--- src/core/scss_pkg.sv ---
// constants, register map and timing for the system clock select and switch block
package scss_pkg;
  // register byte offsets
  localparam logic [7:0] OFS_CONTROL = 8'h00;
  localparam logic [7:0] OFS_STATUS = 8'h04;
  localparam logic [7:0] OFS_TIMER_ONE = 8'h08;
  // osc_control_reg fields
  localparam int SEL_LSB = 0;
  localparam int FREQ_LSB = 3;
  localparam logic [1:0] SEL_RESET = 2'h0;
  localparam logic [3:0] FREQ_RESET = 4'h7;
  // osc_status_reg fields
  localparam int ST_FAST_STABLE = 0;
  localparam int ST_SLOW_READY = 1;
  localparam int ST_FAST_READY = 4;
  localparam int ST_EXT_ACTIVE = 5;
  localparam int ST_SEC_READY = 7;
  // timer_one_control field
  localparam int T1_SEC_EN = 3;
  localparam logic T1_SEC_EN_RESET = 1'h0;
  // config_osc_select encodings
  localparam logic [2:0] CFG_LOW_GAIN = 3'h0;
  localparam logic [2:0] CFG_MED_GAIN = 3'h1;
  localparam logic [2:0] CFG_HIGH_GAIN = 3'h2;
  localparam logic [2:0] CFG_RES_CAP = 3'h3;
  localparam logic [2:0] CFG_INTERNAL = 3'h4;
  // system clock sources
  localparam logic [1:0] SRC_PRI = 2'h0;
  localparam logic [1:0] SRC_SEC = 2'h1;
  localparam logic [1:0] SRC_INT = 2'h2;
  // highest code that picks the slow oscillator
  localparam logic [3:0] FREQ_SLOW_MAX = 4'h2;
  // timing, ref_clk period 5 ns
  localparam int CLK_NS = 5;
  localparam int FAST_WARM_NS = 2000;
  localparam int FAST_WARM_CYC = (FAST_WARM_NS + CLK_NS - 1) / CLK_NS;
  localparam int FAST_STABLE_NS = 1000;
  localparam int FAST_STABLE_CYC = (FAST_STABLE_NS + CLK_NS - 1) / CLK_NS;
  localparam int FAST_HALF_NS = 31;
  localparam int FAST_HALF_CYC = FAST_HALF_NS / CLK_NS;
  localparam int SLOW_HALF_NS = 16129;
  localparam int SLOW_HALF_CYC = SLOW_HALF_NS / CLK_NS;
  localparam int SETTLE_EDGES = 1024;
endpackage

--- src/core/scss_top.sv ---
// system clock source select, internal postscaler and glitch-free switch with apb registers
`timescale 1ns/100ps
// Function
// - sel 00 uses configured primary source
// - sel 01 uses secondary crystal oscillator
// - sel 1x uses internal block frequency
// - reset clears system clock select
// - automatic switches never touch select bits
// - reset loads frequency select 0111
// - postscaler gives 16 MHz to 31 kHz
// - duplicate codes, same-source changes faster
// - fast oscillator runs when needed
// - slow oscillator runs when needed
// - timers clocked from slow oscillator always
// - fast ready flag once running
// - fast stable flag near final frequency
// - slow ready flag once running
// - warm, falling edge, hold low, rising
// - same oscillator switch has no warm-up
// - status shows live oscillator state
// - osc pins become gpio or clkout
// - external active marks primary as the current system clock source
// - secondary enabled only by its bit
// - stabilisation delay before new source
// - settle timer counts 1024 primary edges
module scss_top #(
  parameter int FAST_WARM = scss_pkg::FAST_WARM_CYC,
  parameter int FAST_STABLE = scss_pkg::FAST_STABLE_CYC,
  parameter int FAST_HALF = scss_pkg::FAST_HALF_CYC,
  parameter int SLOW_HALF = scss_pkg::SLOW_HALF_CYC,
  parameter int SETTLE = scss_pkg::SETTLE_EDGES
) (
  input wire logic ref_clk, // 200 MHz clock
  input wire logic nrst, // async reset, active low
  input wire logic psel, // apb select
  input wire logic penable, // apb enable
  input wire logic pwrite, // apb direction
  input wire logic [7:0] paddr, // apb byte address
  input wire logic [31:0] pwdata, // apb write data
  output logic [31:0] prdata, // apb read data
  output logic pready, // apb ready
  output logic pslverr, // apb error
  input wire logic [2:0] config_osc_select, // configuration oscillator mode
  input wire logic clock_out_enable_n, // low puts clock on out pin in internal and res-cap modes only
  input wire logic slow_periph_req, // a slow-clocked peripheral is enabled
  input wire logic clock_fail, // fail monitor reports lost clock
  input wire logic primary_osc_in_pin, // primary oscillator input level
  input wire logic secondary_xtal_in, // secondary oscillator level
  input wire logic gpio_out, // port data for out pin
  input wire logic gpio_oe, // port enable for out pin
  output logic sys_clk, // system clock level
  output logic slow_periph_clk, // clock for timers and monitor
  output logic fast_osc_run, // fast oscillator enable
  output logic slow_osc_run, // slow oscillator enable
  output logic secondary_osc_run, // secondary amplifier enable
  output logic primary_in_is_gpio, // in pin free for gpio
  output logic primary_out_o, // out pin output
  output logic primary_out_oe // out pin enable, high drives
);
  typedef enum logic [1:0] {ST_RUN, ST_WARM, ST_FALL, ST_RISE} scss_state_e;

  scss_state_e state_ff;
  logic [1:0] sel_ff;
  logic [3:0] freq_ff;
  logic sec_en_ff;
  logic [2:0] cfg_ff;
  logic cfg_done_ff;
  logic [15:0] fast_cnt_ff;
  logic fast_ready_ff, fast_stable_ff, fast_lvl_ff;
  logic [15:0] fast_ph_ff;
  logic [8:0] div_ff;
  logic [15:0] slow_ph_ff;
  logic slow_lvl_ff, slow_ready_ff;
  logic prim_d_ff, sec_d_ff;
  logic [10:0] ost_cnt_ff, sec_cnt_ff;
  logic ost_done_ff, sec_ready_ff;
  logic [1:0] cur_src_ff, tgt_src_ff;
  logic [3:0] cur_freq_ff, tgt_freq_ff;
  logic cur_prev_ff, new_prev_ff;
  logic ext_active_ff;
  logic [31:0] prdata_ff;
  logic pready_ff, pslverr_ff;
  logic sys_clk_ff, slow_clk_ff, fast_run_ff, slow_run_ff, sec_run_ff;
  logic in_gpio_ff, out_o_ff, out_oe_ff;

  logic crystal, cfg_int, fast_run, slow_run, fast_rise;
  logic [1:0] want_src;
  logic cur_lvl, new_lvl, tgt_ready, differ, wr_go;
  logic [7:0] status;

  // duplicate codes share divider
  // code to postscaler exponent; one fast source keeps such changes quick
  function automatic logic [3:0] freq_exp(input logic [3:0] code);
    logic [3:0] e;
    e = 4'h0;
    case (code)
      4'hf: e = 4'h0;
      4'he: e = 4'h1;
      4'hd: e = 4'h2;
      4'hc: e = 4'h3;
      4'hb: e = 4'h4;
      4'ha, 4'h7: e = 4'h5;
      4'h9, 4'h6: e = 4'h6;
      4'h8, 4'h5: e = 4'h7;
      4'h4: e = 4'h8;
      4'h3: e = 4'h9;
      default: e = 4'h0;
    endcase
    return e;
  endfunction

  function automatic logic is_slow(input logic [3:0] code);
    return code <= scss_pkg::FREQ_SLOW_MAX;
  endfunction

  // level of a source; primary and secondary are sampled pins
  function automatic logic src_lvl(input logic [1:0] src, input logic [3:0] code,
                                   input logic fl, input logic [8:0] dv, input logic sl,
                                   input logic pl, input logic scl);
    logic [3:0] e;
    logic v;
    e = freq_exp(code);
    v = 1'b0;
    if (src == scss_pkg::SRC_PRI) begin
      v = pl;
    end else if (src == scss_pkg::SRC_SEC) begin
      v = scl;
    end else if (is_slow(code)) begin
      v = sl;
    end else if (e == 4'h0) begin
      v = fl;
    end else begin
      v = dv[e - 4'h1];
    end
    return v;
  endfunction

  assign crystal = (cfg_ff == scss_pkg::CFG_LOW_GAIN) || (cfg_ff == scss_pkg::CFG_MED_GAIN) ||
                   (cfg_ff == scss_pkg::CFG_HIGH_GAIN);
  assign cfg_int = (cfg_ff == scss_pkg::CFG_INTERNAL);

  // source wanted now; automatic fallbacks leave sel_ff alone
  always_comb begin
    want_src = scss_pkg::SRC_INT;
    if (sel_ff[1]) begin
      want_src = scss_pkg::SRC_INT;
    end else if (sel_ff[0]) begin
      want_src = scss_pkg::SRC_SEC;
    end else if (!cfg_int && !clock_fail && (!crystal || ost_done_ff)) begin
      want_src = scss_pkg::SRC_PRI;
    end
  end

  // fast oscillator enable, also while current or target uses it
  assign fast_run = (!is_slow(freq_ff) && (cfg_int || sel_ff[1])) ||
                    (cur_src_ff == scss_pkg::SRC_INT && !is_slow(cur_freq_ff)) ||
                    (state_ff != ST_RUN && tgt_src_ff == scss_pkg::SRC_INT && !is_slow(tgt_freq_ff));
  assign slow_run = (is_slow(freq_ff) && sel_ff[1]) || slow_periph_req ||
                    (cur_src_ff == scss_pkg::SRC_INT && is_slow(cur_freq_ff)) ||
                    (state_ff != ST_RUN && tgt_src_ff == scss_pkg::SRC_INT && is_slow(tgt_freq_ff));

  assign cur_lvl = src_lvl(cur_src_ff, cur_freq_ff, fast_lvl_ff, div_ff, slow_lvl_ff, prim_d_ff, sec_d_ff);
  assign new_lvl = src_lvl(tgt_src_ff, tgt_freq_ff, fast_lvl_ff, div_ff, slow_lvl_ff, prim_d_ff, sec_d_ff);
  assign differ = (want_src != cur_src_ff) || (want_src == scss_pkg::SRC_INT && freq_ff != cur_freq_ff);

  // target may drive only once its oscillator is usable
  always_comb begin
    tgt_ready = 1'b1;
    if (tgt_src_ff == scss_pkg::SRC_SEC) begin
      tgt_ready = sec_ready_ff;
    end else if (tgt_src_ff == scss_pkg::SRC_INT) begin
      tgt_ready = is_slow(tgt_freq_ff) ? slow_ready_ff : fast_ready_ff;
    end
  end

  // configuration strap caught at the first edge after release
  always_ff @(posedge ref_clk or negedge nrst) begin
    if (!nrst) begin
      cfg_ff <= scss_pkg::CFG_LOW_GAIN;
      cfg_done_ff <= 1'b0;
    end else if (!cfg_done_ff) begin
      cfg_ff <= config_osc_select;
      cfg_done_ff <= 1'b1;
    end
  end

  // fast oscillator model: level toggles from enable, warm-up count alongside
  always_ff @(posedge ref_clk or negedge nrst) begin
    if (!nrst) begin
      fast_cnt_ff <= 16'h0;
      fast_ready_ff <= 1'b0;
      fast_stable_ff <= 1'b0;
      fast_ph_ff <= 16'h0;
      fast_lvl_ff <= 1'b0;
    end else if (!fast_run) begin
      fast_cnt_ff <= 16'h0;
      fast_ready_ff <= 1'b0;
      fast_stable_ff <= 1'b0;
      fast_ph_ff <= 16'h0;
      fast_lvl_ff <= 1'b0;
    end else begin
      if (fast_cnt_ff != 16'(FAST_WARM + FAST_STABLE)) begin
        fast_cnt_ff <= fast_cnt_ff + 16'h1;
      end
      fast_ready_ff <= fast_cnt_ff >= 16'(FAST_WARM);
      fast_stable_ff <= fast_cnt_ff >= 16'(FAST_WARM + FAST_STABLE);
      if (fast_ph_ff >= 16'(FAST_HALF - 1)) begin
        fast_ph_ff <= 16'h0;
        fast_lvl_ff <= ~fast_lvl_ff;
      end else begin
        fast_ph_ff <= fast_ph_ff + 16'h1;
      end
    end
  end

  assign fast_rise = fast_run && (fast_ph_ff >= 16'(FAST_HALF - 1)) && !fast_lvl_ff;

  // postscaler, bit n is fast divided by 2^(n+1)
  always_ff @(posedge ref_clk or negedge nrst) begin
    if (!nrst) begin
      div_ff <= 9'h0;
    end else if (fast_rise) begin
      div_ff <= div_ff + 9'h1;
    end
  end

  // slow oscillator model, ready after its first rising edge
  always_ff @(posedge ref_clk or negedge nrst) begin
    if (!nrst) begin
      slow_ph_ff <= 16'h0;
      slow_lvl_ff <= 1'b0;
      slow_ready_ff <= 1'b0;
    end else if (!slow_run) begin
      slow_ph_ff <= 16'h0;
      slow_lvl_ff <= 1'b0;
      slow_ready_ff <= 1'b0;
    end else if (slow_ph_ff >= 16'(SLOW_HALF - 1)) begin
      slow_ph_ff <= 16'h0;
      slow_lvl_ff <= ~slow_lvl_ff;
      if (!slow_lvl_ff) begin
        slow_ready_ff <= 1'b1;
      end
    end else begin
      slow_ph_ff <= slow_ph_ff + 16'h1;
    end
  end

  // primary settle timer, only crystal modes need it
  always_ff @(posedge ref_clk or negedge nrst) begin
    if (!nrst) begin
      prim_d_ff <= 1'b0;
      ost_cnt_ff <= 11'h0;
      ost_done_ff <= 1'b0;
    end else begin
      prim_d_ff <= primary_osc_in_pin;
      if (cfg_done_ff && crystal && !ost_done_ff && primary_osc_in_pin && !prim_d_ff) begin
        ost_cnt_ff <= ost_cnt_ff + 11'h1;
        ost_done_ff <= ost_cnt_ff == 11'(SETTLE - 1);
      end
    end
  end

  // secondary oscillator: runs only with its enable bit
  always_ff @(posedge ref_clk or negedge nrst) begin
    if (!nrst) begin
      sec_d_ff <= 1'b0;
      sec_cnt_ff <= 11'h0;
      sec_ready_ff <= 1'b0;
    end else if (!sec_en_ff) begin
      sec_d_ff <= 1'b0;
      sec_cnt_ff <= 11'h0;
      sec_ready_ff <= 1'b0;
    end else begin
      sec_d_ff <= secondary_xtal_in;
      if (!sec_ready_ff && secondary_xtal_in && !sec_d_ff) begin
        sec_cnt_ff <= sec_cnt_ff + 11'h1;
        sec_ready_ff <= sec_cnt_ff == 11'(SETTLE - 1);
      end
    end
  end

  // switch sequencer; the target is frozen while a handover runs
  always_ff @(posedge ref_clk or negedge nrst) begin
    if (!nrst) begin
      state_ff <= ST_RUN;
      cur_src_ff <= scss_pkg::SRC_INT;
      cur_freq_ff <= scss_pkg::FREQ_RESET;
      tgt_src_ff <= scss_pkg::SRC_INT;
      tgt_freq_ff <= scss_pkg::FREQ_RESET;
      cur_prev_ff <= 1'b0;
      new_prev_ff <= 1'b0;
    end else begin
      cur_prev_ff <= cur_lvl;
      new_prev_ff <= new_lvl;
      case (state_ff)
        ST_RUN: begin
          // any change of source, or of frequency while on the internal source
          if (cfg_done_ff && differ) begin
            tgt_src_ff <= want_src;
            tgt_freq_ff <= freq_ff;
            state_ff <= ST_WARM;
          end
        end
        ST_WARM: begin
          // a running oscillator passes at once
          if (tgt_ready) begin
            state_ff <= ST_FALL;
          end
        end
        ST_FALL: begin
          // wait falling edge of old clock
          if (cur_prev_ff && !cur_lvl) begin
            state_ff <= ST_RISE;
          end
        end
        ST_RISE: begin
          // output low until new rising edge
          if (!new_prev_ff && new_lvl) begin
            cur_src_ff <= tgt_src_ff;
            cur_freq_ff <= tgt_freq_ff;
            state_ff <= ST_RUN;
          end
        end
        default: state_ff <= ST_RUN;
      endcase
    end
  end

  // clock outputs; system clock held low during the handover gap
  always_ff @(posedge ref_clk or negedge nrst) begin
    if (!nrst) begin
      sys_clk_ff <= 1'b0;
      slow_clk_ff <= 1'b0;
      fast_run_ff <= 1'b0;
      slow_run_ff <= 1'b0;
      sec_run_ff <= 1'b0;
    end else begin
      sys_clk_ff <= (state_ff == ST_RISE) ? 1'b0 : cur_lvl;
      slow_clk_ff <= slow_lvl_ff;
      fast_run_ff <= fast_run;
      slow_run_ff <= slow_run;
      sec_run_ff <= sec_en_ff;
    end
  end

  // status flag for external source, updated after handover
  always_ff @(posedge ref_clk or negedge nrst) begin
    if (!nrst) begin
      ext_active_ff <= 1'b0;
    end else begin
      ext_active_ff <= (cur_src_ff == scss_pkg::SRC_PRI) && !cfg_int && (!crystal || ost_done_ff);
    end
  end

  // oscillator pins: crystal modes keep both pins
  always_ff @(posedge ref_clk or negedge nrst) begin
    if (!nrst) begin
      in_gpio_ff <= 1'b0;
      out_o_ff <= 1'b0;
      out_oe_ff <= 1'b0;
    end else begin
      in_gpio_ff <= cfg_int;
      if ((cfg_int || cfg_ff == scss_pkg::CFG_RES_CAP) && !clock_out_enable_n) begin
        out_o_ff <= sys_clk_ff;
        out_oe_ff <= 1'b1;
      end else if (cfg_int || cfg_ff == scss_pkg::CFG_RES_CAP || cfg_ff > scss_pkg::CFG_INTERNAL) begin
        out_o_ff <= gpio_out;
        out_oe_ff <= gpio_oe;
      end else begin
        out_o_ff <= 1'b0;
        out_oe_ff <= 1'b0;
      end
    end
  end

  always_comb begin
    status = 8'h0;
    status[scss_pkg::ST_FAST_STABLE] = fast_stable_ff;
    status[scss_pkg::ST_SLOW_READY] = slow_ready_ff;
    status[scss_pkg::ST_FAST_READY] = fast_ready_ff;
    status[scss_pkg::ST_EXT_ACTIVE] = ext_active_ff;
    status[scss_pkg::ST_SEC_READY] = sec_ready_ff;
  end

  assign wr_go = psel && penable && pready_ff && pwrite;

  // control registers, written at the access edge
  always_ff @(posedge ref_clk or negedge nrst) begin
    if (!nrst) begin
      sel_ff <= scss_pkg::SEL_RESET;
      // frequency select back to 500 kHz
      freq_ff <= scss_pkg::FREQ_RESET;
      sec_en_ff <= scss_pkg::T1_SEC_EN_RESET;
    end else if (wr_go && paddr == scss_pkg::OFS_CONTROL) begin
      // only software writes move the select
      sel_ff <= pwdata[scss_pkg::SEL_LSB +: 2];
      // any code accepted, decoded by freq_exp
      freq_ff <= pwdata[scss_pkg::FREQ_LSB +: 4];
    end else if (wr_go && paddr == scss_pkg::OFS_TIMER_ONE) begin
      sec_en_ff <= pwdata[scss_pkg::T1_SEC_EN];
    end
  end

  // apb answer prepared in setup, zero wait states
  always_ff @(posedge ref_clk or negedge nrst) begin
    if (!nrst) begin
      prdata_ff <= 32'h0;
      pready_ff <= 1'b0;
      pslverr_ff <= 1'b0;
    end else begin
      pready_ff <= psel && !penable;
      prdata_ff <= 32'h0;
      pslverr_ff <= 1'b0;
      if (psel && !penable) begin
        case (paddr)
          scss_pkg::OFS_CONTROL: prdata_ff <= {25'h0, freq_ff, 1'b0, sel_ff};
          scss_pkg::OFS_STATUS: prdata_ff <= {24'h0, status};
          scss_pkg::OFS_TIMER_ONE: prdata_ff <= {28'h0, sec_en_ff, 3'h0};
          default: pslverr_ff <= 1'b1;
        endcase
      end
    end
  end

  assign prdata = prdata_ff;
  assign pready = pready_ff;
  assign pslverr = pslverr_ff;
  assign sys_clk = sys_clk_ff;
  assign slow_periph_clk = slow_clk_ff;
  assign fast_osc_run = fast_run_ff;
  assign slow_osc_run = slow_run_ff;
  assign secondary_osc_run = sec_run_ff;
  assign primary_in_is_gpio = in_gpio_ff;
  assign primary_out_o = out_o_ff;
  assign primary_out_oe = out_oe_ff;
endmodule

--- config.mk ---
export PLATFORM = sky130hd
export DESIGN_NAME = scss_top
export DESIGN_NICKNAME = d
export VERILOG_FILES = /design/src/core/scss_pkg.sv /design/src/core/scss_top.sv
export SDC_FILE = /design/constraint.sdc
export NUM_CORES = 1
export LEC_CHECK = 0
export BUFFER_PORTS_ARGS = -buffer_cell sky130_fd_sc_hd__buf_2
export CORE_ASPECT_RATIO = 1.2
export CORE_MARGIN = 3
export CORE_UTILIZATION = 50
export CTS_BUF_LIST = sky130_fd_sc_hd__clkbuf_16
export CTS_CLUSTER_DIAMETER = 100
export DETAILED_ROUTE_END_ITERATION = 10
export HOLD_SLACK_MARGIN = 0.02
export PLACE_DENSITY_LB_ADDON = 0.25
export SLEW_MARGIN = 5
export SYNTH_ARGS = -nofsm -noshare
export SYNTH_HDL_FRONTEND = slang
export SYNTH_SLANG_ARGS = --single-unit
--- constraint.sdc ---
create_clock -name ref_clk -period 2.9 [get_ports ref_clk]
set_clock_uncertainty 0.1 [all_clocks]
set_input_delay 0.58 -clock ref_clk [delete_from_list [all_inputs] [get_ports ref_clk]]
set_output_delay 0.58 -clock ref_clk [all_outputs]
set_load 0.01 [all_outputs]
# Yosys cells after proc, flatten, opt, wreduce, memory -nomap -nowiden
# Memory sizes are Yosys's and may differ from the RTL's.
# Cells that the tools add are included.
# Widths: inputs -> output; s select.
[word_totals]
latchBits = 0
in_bits = 55
rom_bits = 128
mem_bits_rw = 0
mem_count = 2
regBits = 158
[memory_table]
columns = ["name", "depth", "word_bits", "read_ports", "rd_clocked_by_memory_dff", "wr", "line", "rtl"]
rows = [
  ["(name not given)", 16, 4, 1, 0, 0, "scss_top.sv:96", "case (code)"],
  ["(name not given)", 16, 4, 1, 0, 0, "scss_top.sv:96", ""],
]
[op_classes]
bitwise = 3
n_lt_le_gt_ge = 10
multipliers = 0
shift = 0
n_mux = 52
n_eq_ne = 28
reduce_logical = 71
n_div = 0
n_addsub = 8
[ops]
columns = ["operator", "count"]
rows = [
  ["$mux 16", 6],
  ["$add 16x1->16 const B", 3],
  ["$mux 1", 32],
  ["$logic_and 1x1->1", 30],
  ["$pmux 8 s3", 1],
  ["$add 11x1->11 const B", 2],
  ["$eq 11x10->1 const B", 2],
  ["$mux 11", 2],
  ["$ge 16x10->1 const B", 1],
  ["$ge 16x12->1 const B", 1],
  ["$ge 16x3->1 const B", 1],
  ["$ge 16x9->1 const B", 1],
  ["$ne 16x10->1 const B", 1],
  ["$logic_not 1->1", 15],
  ["$mux 2", 7],
  ["$le 4x2->1 const B", 3],
  ["$logic_or 1x1->1", 12],
  ["$eq 2x2->1 const B", 5],
  ["$lt 4x5->1 const B", 2],
  ["$ne 2x2->1 const B", 5],
  ["$add 9x1->9 const B", 1],
  ["$bmux 1 s4", 2],
  ["$eq 8x3->1 const B", 1],
  ["$eq 8x4->1 const B", 1],
  ["20 further kinds", 35],
]

# Depth between registers and ports, before layout
# Gate-level depths: netlist of run 1.
[logic_depth]
depth_word = 15
depth_mapped = 12

# Least setup slack after synthesis of run 1
# No wires, ideal clock.
[synth_path]
path_kind = "register -> register"
from = "register tgt_freq_ff[0]"
to = "register cur_freq_ff[3]"
n_path_buf = 2
path_stages_with_launch = 13
synth_period_minus_slack_ns = 3.064
setup_slack_ns = -0.164
required_ns = 2.675
arrival_ns = 2.839
cell_sequence = "dfstp_2 > buf_2 > inv_1 > ha_1 > nor2_1 > o21ai_0 > a22o_1 > a211o_1 > a211o_1 > o22ai_2 > and3_1 > buf_6 > mux2_4"
[synth_via]
elab_chain_len = 10
word_cells_on_any_way = 12
cone_classes = "add/sub (1); order compare (1); mux (6); reduce/logical (3); memory (1)"
[synth_lines]
columns = ["item", "line", "rtl"]
rows = [
  ["start: declaration", "scss_top.sv:78", "logic [3:0] cur_freq_ff, tgt_freq_ff;"],
  ["start signal: assignment", "scss_top.sv:289", "tgt_freq_ff <= scss_pkg::FREQ_RESET;"],
  ["start signal: assignment", "scss_top.sv:300", "tgt_freq_ff <= freq_ff;"],
  ["$mem_v2 16x4", "n/a", ""],
  ["$sub 4x1->4", "scss_top.sv:133", "v = dv[e - 4'h1];"],
  ["$bmux 1 s4", "scss_top.sv:133", ""],
  ["$mux 1 (implied by the code)", "scss_top.sv:133", ""],
  ["$mux 1", "scss_top.sv:130", "end else if (e == 4'h0) begin"],
  ["$mux 1 (*)", "scss_top.sv:128", "end else if (is_slow(code)) begin"],
  ["$mux 1 (*)", "scss_top.sv:126", "end else if (src == scss_pkg::SRC_SEC) begin"],
  ["$mux 1 (*)", "scss_top.sv:124", "if (src == scss_pkg::SRC_PRI) begin"],
  ["named net new_lvl", "scss_top.sv:88", "logic cur_lvl, new_lvl, tgt_ready, differ, wr_go;"],
  ["$logic_and 1x1->1 (*)", "scss_top.sv:318", "if (!new_prev_ff && new_lvl) begin"],
  ["$reduce_and 2->1 (no source line) (*)", "n/a", ""],
  ["end signal: assignment", "scss_top.sv:287", "cur_freq_ff <= scss_pkg::FREQ_RESET;"],
  ["end signal: assignment", "scss_top.sv:320", "cur_freq_ff <= tgt_freq_ff;"],
  ["end: declaration", "scss_top.sv:78", ""],
]
# The timed path passes the listed nets; every way through them passes the cells marked *. The select of a mux whose other input is x is not followed.
# A chain may end at the register's enable or synchronous reset.

# Final worst setup path of run 1
[layout_path]
from = "register cur_freq_ff[0]"
to = "register state_ff[1]"
[layout_via]
elab_chain_len = 12
word_cells_on_any_way = 19
cone_classes = "add/sub (1); order compare (1); eq/ne (3); mux (6); reduce/logical (7); memory (1)"
[layout_lines]
columns = ["item", "line", "rtl"]
rows = [
  ["$mem_v2 16x4", "n/a", ""],
  ["$sub 4x1->4", "scss_top.sv:133", ""],
  ["$bmux 1 s4", "scss_top.sv:133", ""],
  ["$mux 1 (implied by the code)", "scss_top.sv:133", ""],
  ["$mux 1", "scss_top.sv:130", ""],
  ["$mux 1", "scss_top.sv:128", ""],
  ["$mux 1", "scss_top.sv:126", ""],
  ["$mux 1", "scss_top.sv:124", ""],
  ["$logic_not 1->1", "scss_top.sv:312", "if (cur_prev_ff && !cur_lvl) begin"],
  ["$logic_and 1x1->1", "scss_top.sv:312", ""],
  ["$ne 2x2->1 (no source line)", "n/a", ""],
  ["$reduce_and 4->1 (no source line) (*)", "n/a", ""],
  ["end signal: assignment", "scss_top.sv:313", "state_ff <= ST_RISE;"],
  ["end signal: assignment", "scss_top.sv:321", "state_ff <= ST_RUN;"],
  ["end signal: assignment", "scss_top.sv:324", "default: state_ff <= ST_RUN;"],
  ["end: declaration", "scss_top.sv:62", "scss_state_e state_ff;"],
]
# Every way passes the cells marked *; elsewhere a longest branch is shown, timed or not. The select of a mux whose other input is x is not followed.

==> results.sh, run 1 <==
export IMPL_gp_congestion=0.8763
export IMPL_stdcell_count=964
export IMPL_grt_start_max_net_pins=69
export IMPL_tns_ns=-0.04379
export IMPL_status="finished, violations left"
export IMPL_die_w_um=114.5
export IMPL_synth_cell_type_count=68
export IMPL_design_area_sq_mm=0.008378
export IMPL_post_route_min_period_ns=2.941
export IMPL_dr_total_vias=5223
export IMPL_grt_pass1_wl_um=25160
export IMPL_wirelength_um=14930
export IMPL_drtAntennaViolNets=0
export IMPL_synth_seq_cells=133
export IMPL_ir_drop_v=0.0005975
export IMPL_yosys_warnings=0
export IMPL_required_ns=3.08
export IMPL_synth_edf_count=0
export IMPL_max_freq_mhz=340.0
export IMPL_power_density_mw_per_mm2=607.8
export IMPL_syn_to_final_growth_pct=18.70
export IMPL_place_inst=921
export IMPL_grt_pass1_vias=5280
export IMPL_power_mw=5.092
export IMPL_core_rowCount=46
export IMPL_worst_slew_pin_slew_ns=0.6424
export IMPL_maxSlewViolCount=0
export IMPL_path_clk_slew_ns=0.06
export IMPL_crit_arrival_ns=3.12
export IMPL_synth_ff_type="dfrtp_1"
export IMPL_path_cells="ha_1, nand2b_1, a22oi_1, nand4_1, a31oi_1, a211oi_2, or3_1, a41oi_2, o32ai_2"
export IMPL_cts_buffer_depth=2
export IMPL_r2r_start="cur_freq_ff[0]$_DFFE_PN1P_"
export IMPL_grt_overflow=0
export IMPL_drt_first_pass_iters=5
export IMPL_postLayoutCoreUtil_pct=61.94
export IMPL_rsz0062_at_grt="true"
export IMPL_cap_violations=0
export IMPL_post_drt_via_cell_ratio=5.418
export IMPL_critPathSlowestCell="dfstp_2"
export IMPL_critPathKind="flip-flop to flip-flop"
export IMPL_ctsHoldBuffers=0
export IMPL_die_area_sq_mm=0.01558
export IMPL_dp_hpwl_um=10880
export IMPL_coreArea_sq_mm=0.01353
export IMPL_cp_start_kind="flip-flop"
export IMPL_layout_nets=862
export IMPL_start_util_pct=52.18
export IMPL_critPathLaunch="cur_freq_ff[0]$_DFFE_PN1P_"
export IMPL_synthCells=688
export IMPL_seq_area_frac_synth_pct=47.35
export IMPL_post_place_ws_ns=-0.02474
export IMPL_clock_latency_ns=0.42
export IMPL_root_buffer="clkbuf_16"
export IMPL_max_slew_margin_pct=56.84
export IMPL_worstPathMaxFanout=5
export IMPL_fin_ws_ns=-0.04105
export IMPL_tritoncts_num_buffers=17
export IMPL_timing_hold_worst_class="input port to asynchronous set/reset pin"
export IMPL_p_leak_nw=3.914
export IMPL_cp_slowest_stage_delay_ns=0.59
export IMPL_hold_violations=0
export IMPL_worstRegToRegCells=9
export IMPL_first_iter_violations=193
export IMPL_async_flop_share_pct=100.0
export IMPL_routedWlPerCell_um=15.49
export IMPL_port_buffers=45
export IMPL_grt_usage_pct=20.39
export IMPL_fin_crit_sh_pct=101.4
export IMPL_setup_worst_path_end_class="flip-flop"
export IMPL_finalSetupViolations=2
export IMPL_cts_tree="done"
export IMPL_critical_path_endpoint="state_ff[1]$_DFFE_PN0P_"
export IMPL_syn_area_sq_mm=0.007058
export IMPL_drcViolationCount=0
export IMPL_cts_sinks=133
export IMPL_die_h_um=136.2
export IMPL_holdWs_ns=0.03958
export IMPL_diodes=0
export IMPL_worstReg2RegEnd="state_ff[1]$_DFFE_PN0P_"
export IMPL_io_pins=97
export IMPL_avgSynthCellArea_sq_um=10.26
export IMPL_place_area_sq_mm=0.007584
export IMPL_antenna_found_initial=0
export IMPL_failed_checks="negative setup slack"
export IMPL_cts_max_level=4
export IMPL_reg2reg_slack_ns=-0.04
export IMPL_drive_above_1_share_pct=22.86
==> per-layer routing <==
| metal | global-route usage (%) | share of wire, % | vias to the layer above |
|---|---|---|---|
| met5 | 0 | 0 | - |
| met4 | 8.911 | 2.5 | 0 |
| met3 | 4.898 | 3.4 | 30 |
| met2 | 33.30 | 51 | 100 |
| met1 | 25.75 | 43 | 2568 |
| li1 | - | - | 2525 |
==> state kept, by name, indices dropped and copies added, names as in the netlist, 7 cells and up <==
signal       cells
fast_cnt_ff     16
sec_cnt_ff      11
div_ff           9
slow_ph_ff      16
fast_ph_ff      16
prdata           7
ost_cnt_ff      11
==> what timing repair did <==
| item | 4_1_cts | 5_1_grt |
|---|---|---|
| gates resized for setup | 3 | 23 |
| endpoints found under the setup margin | 1 | 9 |
| setup buffers | 2 | 9 |
| pin swaps | 1 | 7 |
==> cell usage after synthesis (6+ instances only) <==
library cell    n  area [sq um]
a211o_1         7         61.31
a211oi_1        7         52.55
a21oi_1        11         55.05
a31oi_1         6         37.54
and2_1         14         87.58
and3_1         12         75.07
buf_2          11         55.05
buf_4          26         195.2
clkbuf_1        8         30.03
dfrtp_1       122          3053
dfstp_2        11         289.0
ha_1           24         300.3
inv_1          32         120.1
mux2_2         19         214.0
mux2i_1        16         160.2
nand2_1        42         157.7
nand2b_1       13         81.33
nand3_1        29         145.1
nand4_1        15         93.84
nor2_1         71         266.5
nor2b_1        12         75.07
nor3_1         16         80.08
nor4_1          8         50.05
o21a_1          6         45.04
o21ai_0        13         65.06
o31ai_1         9         67.56
xnor2_1        29         254.0
xor2_1         30         262.8
==> worst min path at each step <==
| stage | start | endpoint | slack, ns |
|---|---|---|---|
| final | nrst | slow_ph_ff[5]$_DFF_PN0_ | 0.04 |
| after global routing | nrst | slow_ph_ff[5]$_DFF_PN0_ | 0.07 |
| after CTS | nrst | slow_ph_ff[7]$_DFF_PN0_ | 0.05 |
| after detailed placement | ost_cnt_ff[9]$_DFFE_PN0P_ | ost_cnt_ff[9]$_DFFE_PN0P_ | 0.36 |
| after global placement | ost_cnt_ff[9]$_DFFE_PN0P_ | ost_cnt_ff[9]$_DFFE_PN0P_ | 0.36 |
| after floorplan | nrst | cfg_done_ff$_DFF_PN0_ | 0.18 |
==> placed cells by master, fill, tap and decap left out, types with 3 or more instances in the layout <==
master | synthesis | layout
a211o_1 | 7 | 7
a211oi_1 | 7 | 5
a211oi_2 | 1 | 3
a21oi_1 | 11 | 11
a221oi_2 | 2 | 3
a31oi_1 | 6 | 6
and2_1 | 14 | 13
and3_1 | 12 | 11
buf_2 | 11 | 44
buf_4 | 26 | 34
buf_6 | 2 | 4
bufinv_16 | 0 | 4
clkbuf_16 | 0 | 17
clkinv_2 | 0 | 4
clkinv_4 | 0 | 3
conb_1 | 2 | 42
dfrtp_1 | 122 | 121
dfstp_2 | 11 | 11
ha_1 | 24 | 21
inv_1 | 32 | 30
mux2_2 | 19 | 19
mux2_4 | 5 | 5
mux2i_1 | 16 | 15
nand2_1 | 42 | 42
nand2b_1 | 13 | 13
nand3_1 | 29 | 29
nand4_1 | 15 | 15
nor2_1 | 71 | 69
nor2b_1 | 12 | 10
nor3_1 | 16 | 16
nor3b_1 | 5 | 4
nor4_1 | 8 | 8
o211ai_1 | 3 | 3
o21a_1 | 6 | 6
o21ai_0 | 13 | 12
o31ai_1 | 9 | 7
or3_1 | 4 | 4
xnor2_1 | 29 | 29
xor2_1 | 30 | 30
==> power by group <==
group / total [mW] / internal, mW / switching (mW)
logic: 0.743 / 0.344 / 0.399
registers: 2.15 / 2.00 / 0.147
clock network: 2.20 / 1.43 / 0.775
==> logic make-up after synthesis <==
family                     after synthesis  synth area share, %
AOI/OAI and AO/OA                      100                10.74
xor gates and xnor gates                59                7.321
adders and majority gates               24                4.255
buffers and inverters                   79                5.992
DFF                                    133                47.35
muxes                                   40                6.364
other                                    2               0.1064
and+or+nand+nor                        251                17.87
==> worst max-delay path, delay by kind of cell, from the launching register on <==
kind,cells,cell delay [ns]
AOI/OAI and AO/OA,5,1.21
adders and majority gates,1,0.19
DFF,1,0.59
and+or+nand+nor,3,0.72
==> layout make-up <==
| type | instances | area (sq um) |
|---|---|---|
| Clock buffer | 17 | 425.4 |
| Clock inverter | 15 | 188.9 |
| Multi-Input combinational cell | 516 | 3547 |
| Inverter | 32 | 122.6 |
| Fill cell | 1074 | 5147 |
| Timing Repair Buffer | 83 | 540.5 |
| Sequential cell | 133 | 3343 |
| Tap cell | 168 | 210.2 |
No activity file was read; power rests on OpenSTA's default activity.
==> run 2, diff against run 1 <==
--- a/config.mk
+++ b/config.mk
@@ -13,7 +13,8 @@
 export CTS_CLUSTER_DIAMETER = 100
 export DETAILED_ROUTE_END_ITERATION = 10
 export HOLD_SLACK_MARGIN = 0.02
-export PLACE_DENSITY_LB_ADDON = 0.25
+export PLACE_DENSITY = 0.71
+export SETUP_SLACK_MARGIN = 0.05
 export SLEW_MARGIN = 5
 export SYNTH_ARGS = -nofsm -noshare
 export SYNTH_HDL_FRONTEND = slang
==> run 2 against run 1 <==
  * The flow still finishes with violations (negative setup slack)
  * Wire length rose by 1.8%
  * Die area did not move
  * Largest cell class unchanged
  * Global-route usage increased by 0.062 points
  * Maximum frequency grew 1.0%
  * Register-to-register slack improved by 0.03 ns
  * Total power is 4.6% lower
==> results.sh, run 2 (synthesis results as in run 1) <==
export IMPL_timing_hold_worst_class="input port to asynchronous set/reset pin"
export IMPL_wirelength_um=15200
export IMPL_register_area_sq_mm=0.003342
export IMPL_drcViolationCount=0
export IMPL_fin_ws_ns=-0.01191
export IMPL_dr_total_vias=5246
export IMPL_drtAntennaViolNets=0
export IMPL_drive_above_1_share_pct=23.47
export IMPL_clock_latency_ns=0.42
export IMPL_tritoncts_num_buffers=17
export IMPL_start_util_pct=52.18
export IMPL_first_iter_violations=216
export IMPL_crit_family="compound AO/OA/AOI/OAI gates"
export IMPL_worstPathMaxFanout=4
export IMPL_wl_met1_um=6420
export IMPL_ir_drop_v=0.0005199
export IMPL_drt_first_pass_iters=4
export IMPL_post_place_ws_ns=-0.1289
export IMPL_path_cells="inv_6, ha_4, and2_1, o21ai_1, a22o_1, a211o_1, a211o_1, o22ai_2, and3_4, buf_6, mux2_4"
export IMPL_path_buf_inv=2
export IMPL_top_regs="fast_cnt_ff (16), fast_ph_ff (16), slow_ph_ff (16)"
export IMPL_p_leak_nw=3.900
export IMPL_cts_tree="done"
export IMPL_cp_slowest_stage_delay_ns=0.59
export IMPL_die_h_um=136.2
export IMPL_worstRegToRegCells=11
export IMPL_tns_ns=-0.01191
export IMPL_cp_start_kind="flip-flop"
export IMPL_grt_pass1_vias=5395
export IMPL_top_layer_used="met4"
export IMPL_diodes=0
export IMPL_required_ns=3.11
export IMPL_fillers=1056
export IMPL_grt_start_max_net_pins=56
export IMPL_mostFrequentLayoutCells="dfrtp_1 (122), nor2_1 (69), buf_2 (44)"
export IMPL_maxSlewViolCount=0
export IMPL_io_pins=97
export IMPL_die_w_um=114.5
export IMPL_setup_worst_path_end_class="flip-flop"
export IMPL_power_density_mw_per_mm2=580.1
export IMPL_root_buffer="clkbuf_16"
export IMPL_path_clk_slew_ns=0.06
export IMPL_cap_violations=0
export IMPL_max_slew_margin_pct=53.06
export IMPL_cpMostUsedCell="a211o_1"
export IMPL_failed_checks="negative setup slack"
export IMPL_critPathSlowestCell="dfstp_2"
export IMPL_stdcell_count=969
export IMPL_worst_slew_pin_slew_ns=0.7041
export IMPL_die_area_sq_mm=0.01558
export IMPL_antenna_found_initial=0
export IMPL_final_common_cell="dfrtp_1"
export IMPL_syn_to_final_growth_pct=18.63
export IMPL_post_route_min_period_ns=2.912
export IMPL_core_rowCount=46
export IMPL_multi_input_area_sq_mm=0.003558
export IMPL_coreArea_sq_mm=0.01353
export IMPL_grt_overflow=0
export IMPL_dp_hpwl_um=11230
export IMPL_crit_arrival_ns=3.12
export IMPL_hold_violations=0
export IMPL_finalSetupViolations=1
export IMPL_grt_pass1_wl_um=25430
export IMPL_critPathKind="flip-flop to flip-flop"
export IMPL_status="finished, violations left"
export IMPL_cts_buffer_depth=2
export IMPL_port_buffers=45
export IMPL_routedWlPerCell_um=15.69
export IMPL_rsz0062_at_grt="true"
export IMPL_grt_usage_pct=20.45
export IMPL_cts_max_level=4
export IMPL_layout_nets=867
export IMPL_wl_met2_um=7928
export IMPL_max_freq_mhz=343.4
export IMPL_wl_met3_um=453
export IMPL_cp_depth=11
export IMPL_cts_sinks=133
export IMPL_post_drt_via_cell_ratio=5.414
export IMPL_place_inst=929
export IMPL_gp_congestion=0.8812
export IMPL_ctsHoldBuffers=0
export IMPL_fin_crit_sh_pct=100.4
-- run 2: cell types whose count changed in the layout (fill, tap and decap cells not counted), sizes merged --
cell,before,now
buf,83,88
bufinv,4,1
inv,33,36
clkinvlp,2,5
clkinv,8,5
-- run 2: final cells by class --
type	count	area share [%]
clock buffer	17	5.081
clock inverter	15	1.539
inverter	32	1.494
multi-input combinational	516	42.50
sequential	133	39.91
tap	168	2.510
timing repair buffer	88	6.964
-- run 2: final timing paths --
path | startpoint | end | slack [ns]
max | tgt_freq_ff[0]$_DFFE_PN1P_ | cur_src_ff[0]$_DFFE_PN0P_ | -0.01
min | nrst | slow_ph_ff[5]$_DFF_PN0_ | 0.1
max reg2reg | tgt_freq_ff[0]$_DFFE_PN1P_ | cur_src_ff[0]$_DFFE_PN0P_ | -0.01
min reg2reg | ost_cnt_ff[9]$_DFFE_PN0P_ | ost_cnt_ff[9]$_DFFE_PN0P_ | 0.38
max in group asynchronous | nrst | sec_ready_ff$_DFFE_PN0P_ | 1.75
min in group ref_clk | primary_osc_in_pin | prim_d_ff$_DFF_PN0_ | 0.18
-- run 2: report_power, final --
| part | leakage, nW | switching (mW) | internal (mW) |
|---|---|---|---|
| Sequential | 1.73 | 0.143 | 2.00 |
| Combinational | 1.92 | 0.384 | 0.320 |
| Clock | 0.258 | 0.833 | 1.18 |
| Total | 3.90 | 1.36 | 3.50 |
-- run 2: metrics by stage --
| stage | power (mW) | hold slack, ns | util, % | cell area [sq um] |
|---|---|---|---|---|
| global placement | 2.776 | 0.3568 | 56.62 | 7659 |
| CTS | 4.860 | 0.1233 | 61.31 | 8293 |
| detailed placement | 2.818 | 0.3633 | 56.62 | 7659 |
| global route | 5.083 | 0.1472 | 61.91 | 8373 |
| finish | 4.858 | 0.09732 | 61.91 | 8373 |
| floorplan | 2.608 | 0.1844 | - | 7242 |
-- run 2: what timing repair did --
action                                 4_1_cts  5_1_grt
cloned                                       0        0
setup endpoints to repair                    7        9
endpoints found under the hold margin        0        0
pin swaps                                    0        4
resized for setup                           10       17
buffers inserted                             5        3
-- run 2: layer usage --
| metal | vias to the layer above | global-route usage (%) |
|---|---|---|
| li1 | 2539 | - |
| met1 | 2560 | 24.34 |
| met2 | 107 | 35.60 |
| met3 | 40 | 4.408 |
| met4 | 0 | 8.581 |
| met5 | - | 0 |
